===== config.mk =====
export PLATFORM = sky130hd
export DESIGN_NAME = shc_ctrl_status
export DESIGN_NICKNAME = d
export VERILOG_FILES = /design/src/rtl/shc_pkg.sv /design/src/rtl/shc_ctrl_status.sv
export SDC_FILE = /design/constraint.sdc
export NUM_CORES = 1
export LEC_CHECK = 0
export BUFFER_PORTS_ARGS = -buffer_cell sky130_fd_sc_hd__buf_2
export CELL_PAD_IN_SITES_DETAIL_PLACEMENT = 1
export CELL_PAD_IN_SITES_GLOBAL_PLACEMENT = 2
export CORE_ASPECT_RATIO = 1.1
export CORE_MARGIN = 4
export CORE_UTILIZATION = 21
export DETAILED_ROUTE_END_ITERATION = 7
export GPL_TIMING_DRIVEN = 1
export HOLD_SLACK_MARGIN = 0.05
export PLACE_DENSITY = 0.85
export SLEW_MARGIN = 20
export SYNTH_ARGS = -nofsm -noshare
export SYNTH_HDL_FRONTEND = slang
export SYNTH_SLANG_ARGS = --single-unit

===== constraint.sdc =====
create_clock -name aclk -period 2.9 [get_ports aclk]
set_input_delay 0.87 -clock aclk [delete_from_list [all_inputs] [get_ports aclk]]
set_output_delay 0.87 -clock aclk [all_outputs]
set_load 0.05 [all_outputs]

===== src/rtl/shc_pkg.sv =====
// constants for the system handler control and status register block
package shc_pkg;
  localparam logic [11:0] addr_shcsr = 12'h000;
  localparam logic [31:0] shcsr_reset = 32'h0000_0000;
  localparam int bit_usage_fault_enable = 18;
  localparam int bit_bus_fault_enable = 17;
  localparam int bit_mem_manage_fault_enable = 16;
  localparam int bit_supervisor_call_pending = 15;
  localparam int bit_bus_fault_pending = 14;
  localparam int bit_mem_manage_fault_pending = 13;
  localparam int bit_usage_fault_pending = 12;
  localparam int bit_tick_timer_handler_active = 11;
  localparam int bit_pendable_service_active = 10;
  localparam int bit_debug_monitor_active = 8;
  localparam int bit_supervisor_call_active = 7;
  localparam int bit_usage_fault_active = 3;
  localparam int bit_bus_fault_active = 1;
  localparam int bit_mem_manage_fault_active = 0;
  // implemented bits; everything else is reserved
  localparam logic [31:0] shcsr_mask = 32'h0007_fd8b;
  localparam logic [1:0] resp_okay = 2'h0;
  localparam logic [1:0] resp_slverr = 2'h2;
endpackage


===== src/rtl/shc_ctrl_status.sv =====
// system handler control and status register with axi4-lite slave and hardware event ports
//
// The placing of the registers and the AXI4-Lite register port were chosen for this implementation.
module shc_ctrl_status (
  input wire logic aclk,
  input wire logic aresetn,
  input wire logic clk_en,
  input wire logic [11:0] s_axi_awaddr,
  input wire logic s_axi_awvalid,
  output logic s_axi_awready,
  input wire logic [31:0] s_axi_wdata,
  input wire logic [3:0] s_axi_wstrb,
  input wire logic s_axi_wvalid,
  output logic s_axi_wready,
  output logic [1:0] s_axi_bresp,
  output logic s_axi_bvalid,
  input wire logic s_axi_bready,
  input wire logic [11:0] s_axi_araddr,
  input wire logic s_axi_arvalid,
  output logic s_axi_arready,
  output logic [31:0] s_axi_rdata,
  output logic [1:0] s_axi_rresp,
  output logic s_axi_rvalid,
  input wire logic s_axi_rready,
  // one-cycle set and clear pulses from the exception core, same clock
  input wire logic [31:0] hw_set,
  input wire logic [31:0] hw_clr,
  output logic [31:0] shcsr_value
);
  // write channel
  logic aw_held, next_aw_held;
  logic w_held, next_w_held;
  logic [11:0] aw_addr, next_aw_addr;
  logic [31:0] w_data, next_w_data;
  logic [3:0] w_strb, next_w_strb;
  logic awready, next_awready;
  logic wready, next_wready;
  logic bvalid, next_bvalid;
  logic [1:0] bresp, next_bresp;
  logic [31:0] bytemask;
  // high for the one cycle in which a held write is applied
  logic do_write;
  logic write_hit;

  // read channel
  logic rvalid, next_rvalid;
  logic [31:0] rdata, next_rdata;
  logic [1:0] rresp, next_rresp;
  logic arready, next_arready;
  logic read_hit;

  // register proper; next_shcsr is built bit by bit below
  logic [31:0] shcsr;
  logic [31:0] soft_value;
  wire logic [31:0] next_shcsr;

  // limitation: the readies are registered and stay up while clk_en is low, so a master
  // must not finish a handshake in a frozen cycle; it would be lost without an answer

  // byte lanes of the write strobe, widened to a bit mask
  for (genvar i = 0; i < 4; i++) begin : g_lane
    assign bytemask[8*i +: 8] = {8{w_strb[i]}};
  end

  // a write lands once both halves are in and the previous response has been taken
  assign do_write = aw_held && w_held && !bvalid;
  assign write_hit = aw_addr[11:2] == shc_pkg::addr_shcsr[11:2];

  always_comb begin
    next_aw_held = aw_held;
    next_aw_addr = aw_addr;
    next_w_held = w_held;
    next_w_data = w_data;
    next_w_strb = w_strb;
    next_bvalid = bvalid;
    next_bresp = bresp;
    // address and data are taken in either order and held until both are in
    if (s_axi_awvalid && awready) begin
      next_aw_held = 1'b1;
      next_aw_addr = s_axi_awaddr;
    end

    if (s_axi_wvalid && wready) begin
      next_w_held = 1'b1;
      next_w_data = s_axi_wdata;
      next_w_strb = s_axi_wstrb;
    end

    // a new response cannot be raised until the old one has been taken
    if (do_write) begin
      next_aw_held = 1'b0;
      next_w_held = 1'b0;
      next_bvalid = 1'b1;
      // unmapped offsets answer with an error and leave the register alone
      if (write_hit) begin
        next_bresp = shc_pkg::resp_okay;
      end else begin
        next_bresp = shc_pkg::resp_slverr;
      end
    end else if (bvalid && s_axi_bready) begin
      next_bvalid = 1'b0;
    end

    // readies are registered, so they follow the held state one cycle ahead
    next_awready = !next_aw_held && !next_bvalid;
    next_wready = !next_w_held && !next_bvalid;
  end

  // reset leaves the readies low; they come up at the first enabled edge
  always_ff @(posedge aclk) begin
    if (!aresetn) begin
      aw_held <= 1'b0;
      aw_addr <= 12'h000;
      w_held <= 1'b0;
      w_data <= 32'h0000_0000;
      w_strb <= 4'h0;
      awready <= 1'b0;
      wready <= 1'b0;
      bvalid <= 1'b0;
      bresp <= shc_pkg::resp_okay;
    end else if (clk_en) begin
      aw_held <= next_aw_held;
      aw_addr <= next_aw_addr;
      w_held <= next_w_held;
      w_data <= next_w_data;
      w_strb <= next_w_strb;
      awready <= next_awready;
      wready <= next_wready;
      bvalid <= next_bvalid;
      bresp <= next_bresp;
    end
  end

  // one read at a time: the address is refused while a response is still standing
  assign read_hit = s_axi_araddr[11:2] == shc_pkg::addr_shcsr[11:2];

  always_comb begin
    next_rvalid = rvalid;
    next_rdata = rdata;
    next_rresp = rresp;
    // the read data is a snapshot of the register at the edge that takes the address
    if (s_axi_arvalid && arready) begin
      next_rvalid = 1'b1;
      if (read_hit) begin
        next_rdata = shcsr & shc_pkg::shcsr_mask;
        next_rresp = shc_pkg::resp_okay;
      end else begin
        next_rdata = 32'h0000_0000;
        next_rresp = shc_pkg::resp_slverr;
      end
    end else if (rvalid && s_axi_rready) begin
      next_rvalid = 1'b0;
    end
    next_arready = !next_rvalid;
  end

  // rdata and rresp hold with rvalid until the master takes them
  always_ff @(posedge aclk) begin
    if (!aresetn) begin
      rvalid <= 1'b0;
      rdata <= 32'h0000_0000;
      rresp <= shc_pkg::resp_okay;
      arready <= 1'b0;
    end else if (clk_en) begin
      rvalid <= next_rvalid;
      rdata <= next_rdata;
      rresp <= next_rresp;
      arready <= next_arready;
    end
  end

  // software value: written lanes of implemented bits take the bus data, others keep state;
  // a write with no strobe set answers okay and changes nothing
  always_comb begin
    soft_value = shcsr;
    if (do_write && write_hit) begin
      soft_value = (shcsr & ~(bytemask & shc_pkg::shcsr_mask)) |
                   (w_data & bytemask & shc_pkg::shcsr_mask);
    end
  end

  // hardware events ride on top of the software value: a set beats a clear,
  // and both beat a write in the same cycle, so an exception that strikes
  // in a cycle with clk_en high while software rewrites the register is never lost
  for (genvar n = 0; n < 32; n++) begin : g_bit
    if (shc_pkg::shcsr_mask[n]) begin : g_used
      assign next_shcsr[n] = hw_set[n] || (soft_value[n] && !hw_clr[n]);
    end else begin : g_rsvd
      // reserved bits are tied low, so neither software nor events can set them
      assign next_shcsr[n] = 1'b0;
    end
  end

  // the output copy loads from the same next value, so it never lags
  // the stored register by a cycle
  always_ff @(posedge aclk) begin
    if (!aresetn) begin
      shcsr <= shc_pkg::shcsr_reset;
      shcsr_value <= shc_pkg::shcsr_reset;
    end else if (clk_en) begin
      shcsr <= next_shcsr;
      shcsr_value <= next_shcsr;
    end
  end

  // bus outputs are the channel flops themselves
  assign s_axi_awready = awready;
  assign s_axi_wready = wready;
  assign s_axi_bvalid = bvalid;
  assign s_axi_bresp = bresp;
  assign s_axi_arready = arready;
  assign s_axi_rvalid = rvalid;
  assign s_axi_rdata = rdata;
  assign s_axi_rresp = rresp;
endmodule // shc_ctrl_status


# After elaboration in Yosys (flattened, before gate mapping)
# Index checks and enable logic that the tools add are counted.
# word_totals
register_bits	91
latchBits	0
ramBits	0
romBits	0
inputBits	132
output_inout_bits	73
wordCells	93
memories	0
# op_classes
n_addsub	0
mul	0
div_mod_pow	0
order_cmp	0
n_eq_ne	0
shifts	0
muxes	12
bitwise_logic	4
n_reduce_logical	63
# op_table
cell	n
19-bit AND	2
19-bit two-way mux	2
1-bit logical AND	24
10-bit logical NOT	2
1-bit logical NOT	19
19-bit inverter	1
19-bit bitwise OR	1
1-bit logical OR	14
1-bit two-way mux	8
2-bit AND reduction	4
2-bit two-way mux	2

# Longest topological paths before layout
# Gate-level depths: netlist of run 1.
# depth
depth_word	6
depth_mapped	6

# Least setup slack after synthesis of run 1
# No wires, ideal clock.
# synth_path
path_type	flip-flop to flip-flop
startpoint	register aw_addr[9]
endpoint	register shcsr[16]
setup_time_ps	79
arrival_time_ps	1991
t_required_ps	2821
slack_ps	830
path_stages_with_launch	5
n_path_buf	0
cell_sequence	dfxtp_1 or4_4 or4_4 or4b_1 o211ai_1
# synth_via
elab_chain_cells	5
# synth_rtl
element	line	source
from (decl)	shc_ctrl_status.sv:33	logic [11:0] aw_addr, next_aw_addr;
from (signal assigned)	shc_ctrl_status.sv:123	aw_addr <= next_aw_addr;
10-bit logical NOT	shc_ctrl_status.sv:67	assign write_hit = aw_addr[11:2] == shc_pkg::addr_shcsr[11:2];
1-bit logical AND	shc_ctrl_status.sv:176	if (do_write && write_hit) begin
19-bit two-way mux	shc_ctrl_status.sv:176	
1-bit logical AND	shc_ctrl_status.sv:187	assign next_shcsr[n] = hw_set[n] || (soft_value[n] && !hw_clr[n]);
1-bit logical OR	shc_ctrl_status.sv:187	
to (signal assigned)	shc_ctrl_status.sv:198	shcsr <= shc_pkg::shcsr_reset;
to (signal assigned)	shc_ctrl_status.sv:201	shcsr <= next_shcsr;
to (decl)	shc_ctrl_status.sv:53	logic [31:0] shcsr;
# No other way between the ends.
# A chain may end at the register's enable or synchronous reset.

# Worst setup path after layout of run 1
# Same ends and word-level chain as after synthesis.

==> flow_summary.toml, run 1 <==
[outcome]
outcome = "finished, final reports clean"

[min_path]
hp-start = "w_data[14]$_SDFFE_PN0P_"
hold_class = "reg2reg"

[global_routing]
grt_overflow = 0
grt_pass1_vias = 2958
grt_max_degree = 28
grt_first_pass_wirelength_mm = 14.8
antenna_found_initial = 1
track_usage_pct = 11.7

[yosys]
synth-edff-count = 0
avgSynthCellArea_um2 = 8.25
syn_area_um2 = 2990
synthArstFlopShare_pct = 0
seq_area_frac_synth_pct = 42.9
ys_seq_elements = 64
syn_inst = 362
synth_top_cell_area_share_pct = 42.9
ys.flop_type = "dfxtp_1"
yosys_warnings = 0
yosysUniqueCellTypes = 34
synth_area_leaders = "dfxtp_1 (43%), buf_4 (9.6%), nand2_1 (7.4%)"
yosysTopAreaCell = "dfxtp_1"

[detailed_routing]
wire_per_inst_um = 14.2
drt_iter0_drc = 89
vias = 2870
firstDrtPassIters = 4
drt-total-wl_mm = 9.44
antenna_left = 0
drt_drc_violations_left = 0
viasPerCell = 4.32

[setup_path]
criticalPathCategory = "reg2reg"
crit_end = "shcsr[16]$_SDFFE_PN0P_"
rr_endpoint = "shcsr[16]$_SDFFE_PN0P_"
cp_max_fo = 6
r2r_start = "aw_addr[9]$_SDFFE_PN0P_"
start_kind = "flip-flop"
end_kind = "flip-flop"
required_ps = 3150
rrSetupSlack_ps = 720
reg2reg_depth = 4
critPathLaunch = "aw_addr[9]$_SDFFE_PN0P_"
arrival_ps = 2440

[clock_network]
cts_setup_buffers = 0
clk_pin_slew_worst_paths_ps = 60
holdBufCountCts = 0
insertion_delay_ps = 330
clock_path_buffers = 2
cts_inserted_buffers = 9
cts_resized = 0
cts.sinks = 64
cts_tree = "built"
htreeDepth = 3
cts.root.buffer_cell = "clkbuf_16"

[cells_and_area]
nets = 603
drive_above_1_share_pct = 30.3
area_delta_synth_final_pct = 30.9
instances_no_fill = 664
antenna_cells = 0
fin_area_um2 = 3910

[power_and_ir_drop]
combPwrFrac_pct = 16.8
p_int_mw = 1.64
p_leak_nw = 1.73
p_switching_mw = 0.728
swShare_pct = 30.8
peakVddDrop_v = 0.000208
seq_power_share_pct = 40.0
p_clk_share_pct = 43.1
power_density_nw_per_um2 = 605
total_power_mw = 2.37

[floorplanning]
die_h_um = 133
core_area_um2 = 13900
design.portCount = 205
dieArea_um2 = 16200
die_w_um = 122
placementRows = 45
start_util_pct = 21.6

[timing]
min_period_over_period_pct = 75.3
drv_slew = 0
finalSetupViolCount = 0
worst_slew_pin_slew_ps = 591
fin_setup_tns_ps = 0
holdWs_ps = 452
skew_ps = 4.65
max_freq_mhz = 458
rsz0062_at_grt = "no"
fin_crit_ps = 2180
hold_violations = 0
relSlewSlack_pct = 60.6

[run]
cap_violations = 0

[placement]
place_inst = 648
place_hpwl_mm = 7.26
portBuffers = 107
place.gp.congestion = 0.737
placed_area_um2 = 3630
-- placed cells by master, fill, tap and decap left out, types with 9 or more instances in the layout --
cell,n
buf_2,107
o21ai_0,15
a211o_1,11
a21oi_1,42
nor3b_1,9
nor4b_1,11
buf_4,12
nor2_1,21
conb_1,38
dfxtp_1,64
inv_1,14
nand2_1,59
a22oi_1,15
clkbuf_16,9
-- synthesized netlist by cell type (3+ instances only) --
library cell and number:
dfxtp_1 64, nand2_1 59, a21oi_1 42, buf_4 38, nor2_1 21, clkbuf_1 17
a22oi_1 15, inv_1 15, o21ai_0 15, a211o_1 11, nor4b_1 11, nor3b_1 9
buf_1 3, nand3_1 3, nand4b_1 3, nor2b_1 3, o211ai_1 3, or3b_2 3
or4_4 3, or4b_1 3
-- registers in the layout, summed over array words and instances, names as in the netlist --
register       cells
s_axi_rvalid       1
shcsr             14
s_axi_rdata       14
s_axi_wready       1
aw_addr           10
w_held             1
s_axi_arready      1
w_data            14
w_strb             3
s_axi_awready      1
s_axi_bvalid       1
s_axi_rresp        1
aw_held            1
s_axi_bresp        1
-- kinds of logic after synthesis --
kind of cell | after synthesis | share of synthesized area [%]
other | 1 | 0.126
AO/OA/AOI/OAI | 88 | 17.8
buffers and inverters | 73 | 14.0
flip-flops | 64 | 42.9
multiplexers | 1 | 0.335
AND/OR/NAND/NOR | 135 | 24.9
-- critical path: stages, from the launching register on --
cell and delay, ps:
dfxtp_1 310, or4_4 570, or4_4 600, or4b_1 540, o211ai_1 100
-- worst min-delay path by stage --
| stage | to | cells past startpoint | slack [ps] |
|---|---|---|---|
| after floorplan | w_data[15]$_SDFFE_PN0P_ | 2 | 430 |
| after global placement | w_data[15]$_SDFFE_PN0P_ | 2 | 440 |
| after detailed placement | w_data[14]$_SDFFE_PN0P_ | 2 | 450 |
| after CTS | w_data[14]$_SDFFE_PN0P_ | 2 | 460 |
| after global routing | w_data[7]$_SDFFE_PN0P_ | 2 | 480 |
| final | w_data[14]$_SDFFE_PN0P_ | 2 | 450 |
-- metrics by stage --
step	worst slack (ps)	util [%]
after floorplan	830	-
after global placement	653	26.2
after detailed placement	582	26.2
after CTS	729	28.2
after global routing	679	28.2
final	715	28.2
-- power by group through the flow --
stage	Clock (mW)	Combinational, mW	Sequential, mW
after global routing	1.10	0.426	0.953
after global placement	0	0.394	0.964
after CTS	1.06	0.401	0.947
after detailed placement	0	0.400	0.967
final	1.02	0.398	0.947
after floorplan	0	0.243	1.04
-- metal layers --
metal	global-route usage, %	vias up	wire length [um]
met5	0	-	13
met4	4.11	2	133
met3	4.70	12	728
met2	19.5	87	4630
met1	13.4	1365	3930
li1	-	1404	-
-- cell type report --
| type | instances | area [um2] |
|---|---|---|
| Clock inverter | 5 | 31.3 |
| Multi-Input combinational cell | 262 | 1430 |
| Timing Repair Buffer | 119 | 626 |
| Tap cell | 188 | 235 |
| Fill cell | 1718 | 9940 |
| Clock buffer | 11 | 253 |
| Inverter | 15 | 56.3 |
| Sequential cell | 64 | 1280 |
Note: power is estimated with default switching activity, not from simulation.
==> inputs of run 2 (changes only) <==
--- a/config.mk
+++ b/config.mk
@@ -10,11 +10,11 @@
 export CELL_PAD_IN_SITES_GLOBAL_PLACEMENT = 2
 export CORE_ASPECT_RATIO = 1.1
 export CORE_MARGIN = 4
-export CORE_UTILIZATION = 21
+export CORE_UTILIZATION = 19
 export DETAILED_ROUTE_END_ITERATION = 7
 export GPL_TIMING_DRIVEN = 1
 export HOLD_SLACK_MARGIN = 0.05
-export PLACE_DENSITY = 0.85
+export PLACE_DENSITY = 0.82
 export SLEW_MARGIN = 20
 export SYNTH_ARGS = -nofsm -noshare
 export SYNTH_HDL_FRONTEND = slang
==> constraint.sdc (replaced) <==
create_clock -name aclk -period 1.8 [get_ports aclk]
set_input_delay 0.54 -clock aclk [delete_from_list [all_inputs] [get_ports aclk]]
set_output_delay 0.54 -clock aclk [all_outputs]
set_load 0.05 [all_outputs]
==> flow_summary.toml, run 2 (synthesized netlist as in run 1, its figures left out) <==
[outcome]
outcome = "finished with violations"
violations = "negative setup slack"

[detailed_routing]
vias = 2947
wire_per_inst_um = 14.6
drt_drc_violations_left = 0
firstDrtPassIters = 4
antenna_left = 0
drt-total-wl_mm = 10.1
drt_iter0_drc = 44
viasPerCell = 4.26

[setup_path]
critPathLaunch = "aw_addr[5]$_SDFFE_PN0P_"
start_kind = "flip-flop"
arrival_ps = 2390
reg2reg_depth = 4
r2r_start = "aw_addr[5]$_SDFFE_PN0P_"
required_ps = 2060
rr_endpoint = "shcsr[18]$_SDFFE_PN0P_"
cp_max_fo = 5
critPathTopFamily = "simple AND/OR/NAND/NOR gates"
rrSetupSlack_ps = -330
max_stage_delay_ps = 570
crit_chain = "or4_4 > or4_4 > or4b_1 > o211ai_1"
cp_slowest_cell = "or4_4"
criticalPathCategory = "reg2reg"
cp.buffers_inverters = 0
crit_cells = 4
end_kind = "flip-flop"
path_common_cell = "or4_4"

[clock_network]
cts_tree = "built"
cts.sinks = 64
clock_path_buffers = 2
insertion_delay_ps = 340
cts_inserted_buffers = 9
clk_pin_slew_worst_paths_ps = 50
cts.root.buffer_cell = "clkbuf_16"
htreeDepth = 3

[timing]
min_period_over_period_pct = 118
setup_ws_ps = -327
finalSetupViolCount = 14
drv_slew = 0
hold_violations = 0
holdWs_ps = 438
skew_ps = 7.62
fin_crit_ps = 2130
fin_setup_tns_ps = -2870
rsz0062_at_grt = "yes"
max_freq_mhz = 470

[cells_and_area]
area_delta_synth_final_pct = 44.2
drive_above_1_share_pct = 35.1
nets = 623
fill_cells = 1844
final_common_cell = "buf_2"
instances_no_fill = 692
antenna_cells = 0
layout_common_cells = "buf_2 (107), dfxtp_1 (61), nand2_1 (59)"

[min_path]
hp-start = "s_axi_awaddr[9]"
hold_depth = 3
hold_class = "in2reg"
holdPathEnd = "aw_addr[9]$_SDFFE_PN0P_"

[floorplanning]
die_h_um = 139
dieArea_um2 = 17800
core_area_um2 = 15200
design.portCount = 205
die_w_um = 128
start_util_pct = 19.6
placementRows = 47

[global_routing]
track_usage_pct = 11.4
grt_overflow = 0
antenna_found_initial = 1
grt_pass1_vias = 3057
grt_max_degree = 22
grt_first_pass_wirelength_mm = 15.9

[power_and_ir_drop]
power_density_nw_per_um2 = 1020
p_leak_nw = 1.91
peakVddDrop_v = 0.000346

[placement]
portBuffers = 107
place_hpwl_mm = 7.73
place.gp.congestion = 0.785
place_inst = 667

[run]
cap_violations = 0
run 2: cell count changes in the layout (fill, tap and decap cells not counted), sizes merged:
cell / previous run / this run
clkinvlp: 1 / 0
bufinv: 0 / 4
clkbuf: 11 / 10
clkinv: 4 / 2
buf: 119 / 139
run 2: power breakdown:
group	switching, mW	total [mW]	internal [mW]
clock	0.657	2.18	1.53
sequential	0.0510	1.52	1.47
combinational	0.488	0.676	0.188
run 2: worst max path at each step:
stage                                  end  slack (ps)
floorplan           shcsr[16]$_SDFFE_PN0P_        -250
global placement    shcsr[16]$_SDFFE_PN0P_        -290
detailed placement  shcsr[18]$_SDFFE_PN0P_        -300
CTS                 shcsr[18]$_SDFFE_PN0P_        -310
global route        shcsr[16]$_SDFFE_PN0P_        -360
finish              shcsr[18]$_SDFFE_PN0P_        -330
run 2: final cells by class:
type	count	area (um2)	area share, %
Clock buffer	10	239	5.55
Tap cell	196	245	5.70
Timing Repair Buffer	139	861	20.0
Clock inverter	6	130	3.02
Sequential cell	64	1280	29.8
Inverter	15	56.3	1.31
Multi-Input combinational cell	262	1490	34.6
run 2: worst min-delay path, cell delays in order:
cell and delay, ps:
buf_2 90, nand2_1 50, a21oi_1 50
run 2: routing by layer:
metal  track usage [%]  routed length [um]  vias up
li1                  -                   -     1444
met1              12.9                4080     1405
met2              19.9                5180       84
met3              3.91                 634       12
met4              4.07                 151        2
met5                 0                  19        -
run 2: stage by stage:
| step | area [um2] | total power, mW | utilization, % | setup WS (ps) |
|---|---|---|---|---|
| 6_report | 4310 | 4.38 | 28.3 | -327 |
| 3_3_place_gp | 3770 | 2.20 | 24.8 | -286 |
| 4_1_cts | 4260 | 4.43 | 27.9 | -306 |
| 3_5_place_dp | 3770 | 2.22 | 24.8 | -300 |
| 2_1_floorplan | 3130 | 2.07 | - | -247 |
| 5_1_grt | 4310 | 4.55 | 28.3 | -364 |
run 2: repair_timing:
| action | 4_1_cts | 5_1_grt |
|---|---|---|
| setup endpoints to repair | 14 | 14 |
| hold buffers | 0 | 0 |
| pin swaps | 10 | 1 |
| resized for setup | 16 | 4 |
| cloned | 1 | 0 |
| buffers inserted | 4 | 4 |
==> inputs of run 3 (changes only) <==
--- a/config.mk
+++ b/config.mk
@@ -10,11 +10,11 @@
 export CELL_PAD_IN_SITES_GLOBAL_PLACEMENT = 2
 export CORE_ASPECT_RATIO = 1.1
 export CORE_MARGIN = 4
-export CORE_UTILIZATION = 19
+export CORE_UTILIZATION = 21
 export DETAILED_ROUTE_END_ITERATION = 7
 export GPL_TIMING_DRIVEN = 1
 export HOLD_SLACK_MARGIN = 0.05
-export PLACE_DENSITY = 0.82
+export PLACE_DENSITY = 0.85
 export SLEW_MARGIN = 20
 export SYNTH_ARGS = -nofsm -noshare
 export SYNTH_HDL_FRONTEND = slang
==> constraint.sdc (replaced) <==
create_clock -name aclk -period 2.4 [get_ports aclk]
set_input_delay 0.72 -clock aclk [delete_from_list [all_inputs] [get_ports aclk]]
set_output_delay 0.72 -clock aclk [all_outputs]
set_load 0.05 [all_outputs]
==> flow_summary.toml, run 3 (synthesized netlist as in run 1, its figures left out) <==
[detailed_routing]
drt_drc_violations_left = 0
vias = 2860
firstDrtPassIters = 4
drt_iter0_drc = 95
drt-total-wl_mm = 9.65
wire_per_inst_um = 14.5
antenna_left = 0
viasPerCell = 4.31

[cells_and_area]
area_delta_synth_final_pct = 31.2
final_common_cell = "buf_2"
drive_above_1_share_pct = 29.6
antenna_cells = 0
fill_cells = 1716
layout_common_cells = "buf_2 (107), dfxtp_1 (64), nand2_1 (59)"
fin_util_pct = 28.3
nets = 603

[clock_network]
cts.root.buffer_cell = "clkbuf_16"
clock_path_buffers = 2
cts.sinks = 64
clk_pin_slew_worst_paths_ps = 60
cts_resized = 0
htreeDepth = 3
insertion_delay_ps = 330
cts_setup_buffers = 0
cts_tree = "built"
cts_inserted_buffers = 9
holdBufCountCts = 0

[floorplanning]
placementRows = 45
dieArea_um2 = 16200
design.portCount = 205
start_util_pct = 21.6
die_w_um = 122
core_area_um2 = 13900
die_h_um = 133

[outcome]
outcome = "finished, final reports clean"

[power_and_ir_drop]
p_leak_nw = 1.73
power_density_nw_per_um2 = 718
peakVddDrop_v = 0.000251

[global_routing]
grt_pass1_vias = 2892
grt_overflow = 0
grt_first_pass_wirelength_mm = 14.8
grt_max_degree = 28
track_usage_pct = 11.8
antenna_found_initial = 2

[setup_path]
required_ps = 2650
end_kind = "flip-flop"
reg2reg_depth = 4
start_kind = "flip-flop"
cp_max_fo = 6
arrival_ps = 2420
criticalPathCategory = "reg2reg"

[min_path]
hold_class = "reg2reg"
hold_depth = 2

[run]
cap_violations = 0

[timing]
fin_setup_tns_ps = 0
min_period_over_period_pct = 90.2
drv_slew = 0
fin_crit_ps = 2170
hold_violations = 0
skew_ps = 9.66
rsz0062_at_grt = "no"
max_freq_mhz = 462
finalSetupViolCount = 0

[placement]
place.gp.congestion = 0.746
place_hpwl_mm = 7.34
portBuffers = 107
[run 3: changes by cell type in the layout (fill, tap and decap cells not counted), moves of 4 or more]
cell / before / now
buf_6: 6 / 0
bufinv_16: 4 / 0
buf_4: 21 / 10
nor4b_1: 5 / 11
nor4b_2: 6 / 0
[run 3: per-layer routing]
metal  share of wire [%]  wire length (um)  track usage [%]  up-vias
met3                 5.7               554             3.81       15
li1                    -                 -                -     1402
met4                 1.2               112             4.11        4
met2                  49              4730             19.7       82
met5                0.35                34                0        -
met1                  44              4230             14.2     1357
[run 3: layout make-up]
cell class | count | area [um2] | area share (%)
Multi-Input combinational cell | 262 | 1430 | 36.4
Sequential cell | 64 | 1280 | 32.7
Timing Repair Buffer | 119 | 651 | 16.6
Clock buffer | 13 | 250 | 6.39
Tap cell | 188 | 235 | 6.00
Inverter | 15 | 56.3 | 1.44
Clock inverter | 3 | 17.5 | 0.447
[run 3: through the flow]
stage                     worst slack (ps)  instances  total power [mW]  hold slack (ps)  area (um2)
after floorplan                        330        399              1.55              431        3130
after global placement                 262        648              1.64              441        3650
after detailed placement               242        648              1.66              445        3650
after CTS                              236        664              2.86              453        3920
after global routing                   176        664              2.94              470        3920
final                                  235        664              2.82              450        3920
[run 3: worst max-delay path: stages, from the launching register on]
cell      delay (ps)
dfxtp_1          310
or4_4            570
or4_4            600
or4b_1           520
o211ai_1          90
[run 3: path summary, 6_finish.rpt]
check	end	slack [ps]	startpoint
setup / recovery	shcsr[16]$_SDFFE_PN0P_	230	aw_addr[9]$_SDFFE_PN0P_
hold / removal	w_data[17]$_SDFFE_PN0P_	450	w_data[17]$_SDFFE_PN0P_
setup reg to reg	shcsr[16]$_SDFFE_PN0P_	230	aw_addr[9]$_SDFFE_PN0P_
hold reg to reg	w_data[17]$_SDFFE_PN0P_	450	w_data[17]$_SDFFE_PN0P_
[run 3: power by group]
part	leakage (nW)	internal (mW)	switching, mW
logic	1.08	0.128	0.359
clock network	0.130	0.724	0.460
registers	0.522	1.11	0.0389
